## config.mk

```make
export PLATFORM = sky130hd
export DESIGN_NAME = cspr_core_regs
export DESIGN_NICKNAME = d
export VERILOG_FILES = /design/src/rtl/cspr_pkg.sv /design/src/rtl/cspr_core_regs.sv
export VERILOG_INCLUDE_DIRS = /design/src /design/src/rtl
export SDC_FILE = /design/constraint.sdc
export NUM_CORES = 1
export LEC_CHECK = 0
export BUFFER_PORTS_ARGS = -buffer_cell sky130_fd_sc_hd__buf_2
export CORE_AREA = 2 2 115 117
export DETAILED_ROUTE_END_ITERATION = 8
export DIE_AREA = 0 0 117 119
export PLACE_DENSITY = 0.83
export SETUP_SLACK_MARGIN = 0.05
export SYNTH_ARGS = -nofsm -noshare
export SYNTH_HDL_FRONTEND = slang
export SYNTH_SLANG_ARGS = --single-unit
```

## constraint.sdc

```tcl
create_clock -name core_clk -period 3.4 [get_ports core_clk]
set_clock_uncertainty 0.2 [all_clocks]
set_input_delay 0.68 -clock core_clk [delete_from_list [all_inputs] [get_ports core_clk]]
set_output_delay 0.68 -clock core_clk [all_outputs]
set_load 0.03 [all_outputs]
```

## src/rtl/cspr_defines.svh

```systemverilog
// Constants for the stack pointer, program counter and flags block.
// Assumes a byte-wide memory port driven by this block, with requests from the core sequencer.
`ifndef CSPR_DEFINES_SVH
`define CSPR_DEFINES_SVH
`define CSPR_SP_RESET 16'h00ff
`define CSPR_SPL_RELOAD 8'hff
`define CSPR_VEC_HI_ADDR 16'hfffe
`define CSPR_VEC_LO_ADDR 16'hffff
`define CSPR_CCR_ONES 8'h60
`define CSPR_OP_STACK_LOW_RELOAD 8'h9c
`define CSPR_OP_INTERRUPT_RETURN 8'h80
`define CSPR_RTI_CYCLES 4'h9
`endif

```

## src/rtl/cspr_pkg.sv

```systemverilog
// Types for the stack pointer, program counter and flags block.
// Assumes cspr_defines.svh is on the include path.
`default_nettype none
package cspr_pkg;
   typedef enum logic [6:0] {
      ST_VEC_HI = 7'h01,
      ST_VEC_LO = 7'h02,
      ST_RUN    = 7'h04,
      ST_PUSH   = 7'h08,
      ST_PULL   = 7'h10,
      ST_PULL_W = 7'h20,
      ST_IDLE   = 7'h40
   } cspr_state_t;

   // Operation request from the sequencer
   typedef struct packed {
      logic fetch;          // Byte fetched at program_counter
      logic load;           // Change of flow to target
      logic [15:0] target;
      logic adjust;         // stack_adjust_op
      logic [7:0] adjust_imm;
      logic low_reload;     // stack_low_reload_op
      logic irq_entry;      // Begin interrupt push sequence
      logic [15:0] isr_addr;
      logic irq_return;     // interrupt_return_op
      logic ccr_wr;
      logic [7:0] ccr_in;
      logic [7:0] acc_in;
      logic [7:0] idx_in;
   } cspr_req_t;

   // Memory byte port
   typedef struct packed {
      logic rd;
      logic wr;
      logic [15:0] addr;
      logic [7:0] wdata;
   } cspr_mem_t;

   typedef struct packed {
      cspr_state_t st;
      logic [15:0] stack_pointer;
      logic [15:0] program_counter;
      logic [7:0] condition_flags_reg;
      logic [7:0] acc;
      logic [7:0] idx;
      logic [2:0] cnt;
      logic [3:0] cyc;
      logic valid_acc;
      logic valid_idx;
      cspr_mem_t mem;
   } cspr_regs_t;
endpackage
`default_nettype wire

```

## src/rtl/cspr_core_regs.sv

```systemverilog
// Stack pointer, program counter and condition flags with stacking sequences.
// Assumes memory read data returns in the cycle after a read strobe.
`include "cspr_defines.svh"
`default_nettype none
module cspr_core_regs (
   input wire logic core_clk,
   input wire logic sys_rst,
   input wire cspr_pkg::cspr_req_t req,
   input wire logic [7:0] mem_rdata,
   output cspr_pkg::cspr_mem_t mem,
   output logic [15:0] stack_pointer,
   output logic [15:0] program_counter,
   output logic [7:0] condition_flags_reg,
   output logic [7:0] acc_out,
   output logic acc_valid,
   output logic [7:0] idx_out,
   output logic idx_valid,
   output logic busy
);
   import cspr_pkg::*;

   cspr_regs_t r_q, r_d;

   // Next state of every register
   always_comb begin
      r_d = r_q;
      r_d.mem = '0;
      r_d.valid_acc = 1'b0;
      r_d.valid_idx = 1'b0;
      unique case (r_q.st)
         ST_IDLE: begin
            // Vector high byte at lower address
            r_d.mem.rd = 1'b1;
            r_d.mem.addr = `CSPR_VEC_HI_ADDR;
            r_d.st = ST_VEC_HI;
         end
         ST_VEC_HI: begin
            r_d.mem.rd = 1'b1;
            r_d.mem.addr = `CSPR_VEC_LO_ADDR;
            r_d.st = ST_VEC_LO;
         end
         ST_VEC_LO: begin
            r_d.program_counter[15:8] = mem_rdata;
            r_d.st = ST_PULL_W;
            r_d.cnt = 3'h7;
         end
         ST_RUN: begin
            if (req.irq_entry) begin
               // Begin push of return address and registers
               r_d.acc = req.acc_in;
               r_d.idx = req.idx_in;
               r_d.cnt = 3'h0;
               r_d.st = ST_PUSH;
            end else if (req.irq_return) begin
               r_d.cnt = 3'h0;
               r_d.cyc = `CSPR_RTI_CYCLES - 4'h1;
               r_d.stack_pointer = r_q.stack_pointer + 16'h0001;
               r_d.mem.rd = 1'b1;
               r_d.mem.addr = r_q.stack_pointer + 16'h0001;
               r_d.st = ST_PULL;
            end else begin
               if (req.load) begin
                  r_d.program_counter = req.target;
               end else if (req.fetch) begin
                  r_d.program_counter = r_q.program_counter + 16'h0001;
               end
               if (req.adjust) begin
                  // Sign-extended add
                  r_d.stack_pointer = r_q.stack_pointer + {{8{req.adjust_imm[7]}}, req.adjust_imm};
               end else if (req.low_reload) begin
                  r_d.stack_pointer[7:0] = `CSPR_SPL_RELOAD;
               end
               if (req.ccr_wr) begin
                  r_d.condition_flags_reg = req.ccr_in | `CSPR_CCR_ONES;
               end
            end
         end
         ST_PUSH: begin
            // Write then post-decrement, low return byte first
            r_d.mem.wr = 1'b1;
            r_d.mem.addr = r_q.stack_pointer;
            unique case (r_q.cnt)
               3'h0: r_d.mem.wdata = r_q.program_counter[7:0];
               3'h1: r_d.mem.wdata = r_q.program_counter[15:8];
               3'h2: r_d.mem.wdata = r_q.idx;
               3'h3: r_d.mem.wdata = r_q.acc;
               default: r_d.mem.wdata = r_q.condition_flags_reg;
            endcase
            r_d.stack_pointer = r_q.stack_pointer - 16'h0001;
            r_d.cnt = r_q.cnt + 3'h1;
            if (r_q.cnt == 3'h4) begin
               r_d.program_counter = req.isr_addr;
               r_d.st = ST_RUN;
            end
         end
         ST_PULL: begin
            // Wait one cycle for the read data; capture and the next pull's pre-increment happen in ST_PULL_W
            r_d.cyc = r_q.cyc - 4'h1;
            r_d.st = ST_PULL_W;
         end
         ST_PULL_W: begin
            if (r_q.cnt == 3'h7) begin
               r_d.program_counter[7:0] = mem_rdata; // Vector low byte
               r_d.st = ST_RUN;
            end else begin
               unique case (r_q.cnt)
                  3'h0: r_d.condition_flags_reg = mem_rdata | `CSPR_CCR_ONES;
                  3'h1: begin
                     r_d.acc = mem_rdata;
                     r_d.valid_acc = 1'b1;
                  end
                  3'h2: begin
                     r_d.idx = mem_rdata;
                     r_d.valid_idx = 1'b1;
                  end
                  3'h3: r_d.program_counter[15:8] = mem_rdata;
                  default: r_d.program_counter[7:0] = mem_rdata;
               endcase
               r_d.cyc = (r_q.cyc == 4'h0) ? 4'h0 : r_q.cyc - 4'h1;
               if (r_q.cnt == 3'h4) begin
                  r_d.st = ST_RUN;
               end else begin
                  r_d.cnt = r_q.cnt + 3'h1;
                  r_d.stack_pointer = r_q.stack_pointer + 16'h0001;
                  r_d.mem.rd = 1'b1;
                  r_d.mem.addr = r_q.stack_pointer + 16'h0001;
                  r_d.st = ST_PULL;
               end
            end
         end
         default: r_d.st = ST_IDLE;
      endcase
   end

   // State register, reset value 00FF on stack pointer
   always_ff @(posedge core_clk) begin
      if (sys_rst) begin
         r_q <= '0;
         r_q.st <= ST_IDLE;
         r_q.stack_pointer <= `CSPR_SP_RESET;
         r_q.condition_flags_reg <= `CSPR_CCR_ONES;
      end else begin
         r_q <= r_d;
      end
   end

   // Outputs from registers
   assign mem = r_q.mem;
   assign stack_pointer = r_q.stack_pointer;
   assign program_counter = r_q.program_counter; // Next fetch address
   assign condition_flags_reg = r_q.condition_flags_reg;
   assign acc_out = r_q.acc;
   assign idx_out = r_q.idx;
   assign acc_valid = r_q.valid_acc;
   assign idx_valid = r_q.valid_idx;
   assign busy = (r_q.st != ST_RUN);

   // Checks on the registered outputs and the stacking sequences

   // Stack pointer holds 00ff in the cycle after every reset edge
   a_sp_reset: assert property (
      @(posedge core_clk) sys_rst |=> stack_pointer == `CSPR_SP_RESET)
      else $error("stack pointer not 00ff after reset");

   // Memory port stays quiet while reset is applied
   a_rst_idle: assert property (
      @(posedge core_clk) sys_rst |=> !mem.rd && !mem.wr)
      else $error("memory strobe during reset");

   // Fixed ones in the flags register
   a_ccr_ones: assert property (
      @(posedge core_clk) disable iff (sys_rst) condition_flags_reg[6:5] == 2'b11)
      else $error("flag bits 6:5 not one");

   // Sequential fetch advances the program counter by one
   a_pc_incr: assert property (
      @(posedge core_clk) disable iff (sys_rst)
      (r_q.st == ST_RUN && req.fetch && !req.load && !req.irq_entry && !req.irq_return)
      |=> program_counter == $past(program_counter) + 16'h0001)
      else $error("pc did not increment");

   // Change of flow takes the target as given
   a_pc_load: assert property (
      @(posedge core_clk) disable iff (sys_rst)
      (r_q.st == ST_RUN && req.load && !req.irq_entry && !req.irq_return)
      |=> program_counter == $past(req.target))
      else $error("pc did not load target");

   // Adjust adds the sign-extended immediate to the whole pointer
   a_sp_adjust: assert property (
      @(posedge core_clk) disable iff (sys_rst)
      (r_q.st == ST_RUN && req.adjust && !req.irq_entry && !req.irq_return)
      |=> stack_pointer ==
      $past(stack_pointer) + {{8{$past(req.adjust_imm[7])}}, $past(req.adjust_imm)})
      else $error("stack adjust wrong");

   // Low reload touches only the low byte
   a_sp_reload: assert property (
      @(posedge core_clk) disable iff (sys_rst)
      (r_q.st == ST_RUN && req.low_reload && !req.adjust && !req.irq_entry && !req.irq_return)
      |=> stack_pointer == {$past(stack_pointer[15:8]), `CSPR_SPL_RELOAD})
      else $error("low reload wrong");

   // Vector read goes out one cycle after reset ends, high byte address first
   a_vec_fetch: assert property (
      @(posedge core_clk) $fell(sys_rst)
      |=> (mem.rd && mem.addr == `CSPR_VEC_HI_ADDR)
      ##1 (mem.rd && mem.addr == `CSPR_VEC_LO_ADDR))
      else $error("reset vector fetch wrong");

   // First push puts the low return byte at the old stack pointer
   a_push_first: assert property (
      @(posedge core_clk) disable iff (sys_rst) (r_q.st == ST_RUN && req.irq_entry)
      |=> ##1 (mem.wr && mem.addr == $past(stack_pointer, 2)
      && mem.wdata == $past(program_counter[7:0], 2)))
      else $error("first push wrong");

   // Five pushes move the pointer down by five
   a_push_len: assert property (
      @(posedge core_clk) disable iff (sys_rst) (r_q.st == ST_RUN && req.irq_entry)
      |=> ##5 stack_pointer == $past(stack_pointer, 6) - 16'h0005)
      else $error("push did not move sp by five");

   // Five pulls, each a read and a wait, end with the pointer up by five
   a_pull_len: assert property (
      @(posedge core_clk) disable iff (sys_rst)
      (r_q.st == ST_RUN && req.irq_return && !req.irq_entry)
      |=> busy [*8] ##1 busy [*2] ##1
      (r_q.st == ST_RUN && stack_pointer == $past(stack_pointer, 11) + 16'h0005))
      else $error("return did not finish in time");
endmodule
`default_nettype wire

```

# == Yosys cells after proc, flatten, opt, wreduce, memory -nomap -nowiden ==
# Cells that the tools add are included.
# totals
ff_bits,98
input_bits,81
output_inout_bits,85
elab_cells,125
# op_classes
addsub,6
eq_ne,30
n_mux,50
bitwise,2
reduce_logical,21
# op_table
cell,count
$mux 16,10
$mux 8,10
$pmux 16 s5,1
$pmux 8 s4,2
$mux 24,2
$pmux 16 s3,1
$pmux 24 s2,1
$pmux 7 s6,1
$mux 40,1
$mux 34,1
$add 16x1->16 const B,2
$mux 7,4
$pmux 8 s3,1
$add 16x16->16,1
$ne 2x2->1 const B,8
$reduce_and 4->1,4
$sub 16x1->16 const B,1
$ne 3x3->1 const B,4
$pmux 3 s4,1
$pmux 4 s3,1
$reduce_and 6->1,2
$mux 5,2
$reduce_and 5->1,2
$mux 4,2
29 further kinds,44

# == Longest topological paths before layout ==
# logic_depth
ltp_word,6
depth_mapped,11

# == Worst setup path before layout ==
# OpenSTA, ideal clock, no wires.
# synth_path
kind,input to register
startpoint,input req[47] (netlist name)
endpoint,register stack_pointer[15] (netlist name)
setup_ps,130
t_arrival_ps,2386
setup_slack_ps,684
path_stages,8
path_buffers,0
cell_sequence,ha_1 -> a21oi_1 -> nor2b_1 -> a311o_1 -> a31o_2 -> a221oi_1 -> mux2i_1 -> o31ai_1
# synth_via
elab_chain_len,5
# synth_rtl
element,line_no,text
start: declaration,cspr_core_regs.sv:8,"input wire cspr_pkg::cspr_req_t req,"
$add 16x16->16,cspr_core_regs.sv:69,"r_d.stack_pointer = r_q.stack_pointer + {{8{req.adjust_imm[7]}}, req.adjust_imm};"
$mux 8,cspr_core_regs.sv:67,if (req.adjust) begin
$mux 16,cspr_core_regs.sv:54,end else if (req.irq_return) begin
$mux 40,cspr_core_regs.sv:48,if (req.irq_entry) begin
$pmux 16 s3,cspr_core_regs.sv:30,unique case (r_q.st)
# No other way between the ends. The select of a mux whose other input is x is not followed.
# A chain may end at the register's enable or synchronous reset.

# == Final worst setup path ==
# layout_path
startpoint,register r_q[97] (netlist name)
endpoint,"register r_q, in the netlist mem[13]"
# layout_via
elab_chain_len,2
# layout_rtl
element,line_no,text
start: declaration,cspr_core_regs.sv:22,"cspr_regs_t r_q, r_d;"
start signal: assignment,cspr_core_regs.sv:143,r_q <= r_d;
$eq 7x6->1 (tied with other cells),cspr_core_regs.sv:30,
$pmux 16 s5 (*),cspr_core_regs.sv:30,
# Mark *: on every way between the ends. The rest lies on a longest branch, timed or not.

==> impl_metrics.ini <==
[power_and_ir_drop]
power_mw = 3.10
ir_worst_vdd_mv = 0.210
power.switching_mw = 1.07
pwr-share-comb_pct = 26.8
leakage_nw = 3.09
swShare_pct = 34.5
power_frac_seq_pct = 40.7
p_clk_share_pct = 32.5
internal_power_mw = 2.03
power_density_mw_per_mm2 = 411

[floorplanning]
start_util_pct = 53.5
io_pins = 166
num_rows = 42
coreArea_sq_mm = 0.0129
die_w_um = 117
die-area_sq_mm = 0.0139
die_y_um = 119

[critical_path]
cp_max_fo = 22
critPathRequiredTime_ns = 3.44
critPathKind = flop to flop
path_delay_family = simple AND/OR/NAND/NOR gates
crit_path_start_kind = flop
cp_data_arrival_time_ns = 2.96
crit_path_top_delay_cell = nor4_4
worstPathCellList = nor4_4, and3_1, inv_1, nor2_1, a22oi_1, buf_4, or3_1, a31oi_1
worst_setup_path_end_kind = flop
critPathMaxStageDelay_ns = 0.53
crit_buf_inv = 2

[timing]
finalSetupTns_ns = 0
final_hold_viol_count = 0
setup_ws_ns = 0.478
finalMaxSlewViolations = 0
fin_hold_ws_ns = 0.315
fmax_ghz = 0.342
rsz0062_at_grt = no
period_share_pct = 86.0
setup_viol = 0
worstMarginPinSlew_ns = 0.602
maxSlewHeadroom_pct = 59.5
period_minus_slack_ns = 2.92

[layout]
area_delta_synth_final_pct = 9.41
drive_above_1_share_pct = 21.9
fill_cells = 1183
final_util_pct = 58.6
fin_nets = 1080
final_cell_mix = 163 x buf_2, 95 x nand2_1, 93 x dfxtp_1
largest_reg_flops = 26
layout_commonest_cell = buf_2
final_area_sq_mm = 0.00754
stdcell_count = 1154
diodes = 0

[clocking]
clk_latency_ns = 0.35
cts_sinks = 93
cts_made_buffers = 9
cts_buffer_depth = 2
htree_levels = 3
post_cts_buffers = 0
cts.hold.buffers_added = 0
clk_pin_slew_worst_paths_ns = 0.07
cts_tree = built
cts_resized = 0
ctsRootBufferMaster = clkbuf_16

[routing]
vias_per_cell = 6.16
drtIter0Drc = 872
antenna_left = 0
wire_per_inst_um = 17.3
drc = 0
firstDrtPassIters = 7
wirelength_um = 19900
routed-via-count = 7113

[yosys]
ys_types = 63
synth.yosys.seq_area_share_pct = 27.0
yosys_register_bits = 93
syn_inst = 925
synth-main-ff-cell = dfxtp_1
syn_area_sq_mm = 0.00689
synthesis.nets = 1031
yosysWarnings = 0
synthesis.area_per_instance_sq_um = 7.45
async_reset_ff_share_pct = 0
synth_edf_count = 0

[grt]
grt_max_degree = 32
antenna_found_initial = 0
grt_pass1_vias = 6126
overflow = 0
grt_pass1_wl_um = 31000
grt_usage_pct = 28.0

[placement]
place_inst = 1139
port_buffers = 163
pre_cts_slack_ns = 0.380
dpl-instance-area_sq_mm = 0.00725
globalplace.congestion = 0.968
dp_hpwl_um = 14800

[worst_hold_path]
min_path_type = flop to flop

[outcome]
status = finished, final reports clean

[job]
maxCapViolations = 0
[per-layer routing]
layer / GRT usage [%] / routed length (um) / part of all wire [%] / vias up
met5: 0 / 0 / 0 / -
met4: 10.7 / 619 / 3.1 / 0
met3: 5.14 / 1860 / 9.3 / 59
met2: 40.3 / 8820 / 44 / 410
met1: 41.3 / 8650 / 43 / 3237
li1: - / - / - / 3407
[cell families (layout without fill, tap and decap cells)]
logic type,Yosys count,count (layout),synth area share [%]
XOR/XNOR,40,40,5.08
flip-flops,93,93,27.0
AND/OR/NAND/NOR,313,313,22.1
AO/OA/AOI/OAI,288,288,27.4
multiplexers,2,2,0.291
buffers and inverters,164,217,13.5
adder cells (fa/ha/maj),25,25,4.65
[final cells by class]
class                      instances  area [sq um]  area share (%)
tap                              176           220            2.92
multi-input combinational        668          4110            54.5
inverter                          13          48.8           0.647
sequential                        93          1860            24.7
clock inverter                     5          60.1           0.797
timing repair buffer             189          1010            13.4
clock buffer                      10           229            3.04
[power by group through the flow]
| stage | sequential [mW] | combinational, mW | clock, mW |
|---|---|---|---|
| finish | 1.26 | 0.830 | 1.01 |
| global route | 1.28 | 0.893 | 1.07 |
| CTS | 1.26 | 0.818 | 1.02 |
| detailed placement | 1.29 | 0.815 | 0 |
| global placement | 1.28 | 0.807 | 0 |
| floorplan | 1.27 | 0.686 | 0 |
[tightest hold or removal path, stage by stage (launching register included)]
cell and delay, ns:
dfxtp_1 0.32, nor2_1 0.10, a311oi_1 0.05
[path summary, 6_finish.rpt]
kind	cells after the start	from	slack [ns]	to
worst max-delay path	8	r_q[97]	0.48	mem[13]
worst min-delay path	2	condition_flags_reg[1]	0.32	condition_flags_reg[1]
worst max register to register	8	r_q[97]	0.48	mem[13]
worst min register to register	2	condition_flags_reg[1]	0.32	condition_flags_reg[1]
[synth_stat cells, types with 5 or more instances]
cell | count | area [sq um]
a211oi_1 | 28 | 210
inv_1 | 13 | 48.8
nand4_1 | 6 | 37.5
a311oi_1 | 20 | 175
clkbuf_1 | 62 | 233
nor3b_1 | 7 | 52.6
nand3_1 | 18 | 90.1
nor2_1 | 86 | 323
xnor2_1 | 16 | 140
nand2_1 | 95 | 357
nor4_1 | 9 | 56.3
or3_1 | 9 | 56.3
buf_4 | 82 | 616
nand2b_1 | 6 | 37.5
o21ai_0 | 54 | 270
nor3_1 | 31 | 155
ha_1 | 24 | 300
a22oi_1 | 23 | 173
and3_1 | 12 | 75.1
xor2_1 | 24 | 210
dfxtp_1 | 93 | 1860
o211ai_1 | 5 | 37.5
a31oi_1 | 12 | 75.1
a221oi_1 | 20 | 175
a21o_1 | 6 | 45.0
a222oi_1 | 6 | 60.1
nor2b_1 | 5 | 31.3
a21oi_1 | 84 | 420
No activity file was read; power rests on OpenSTA's default activity.
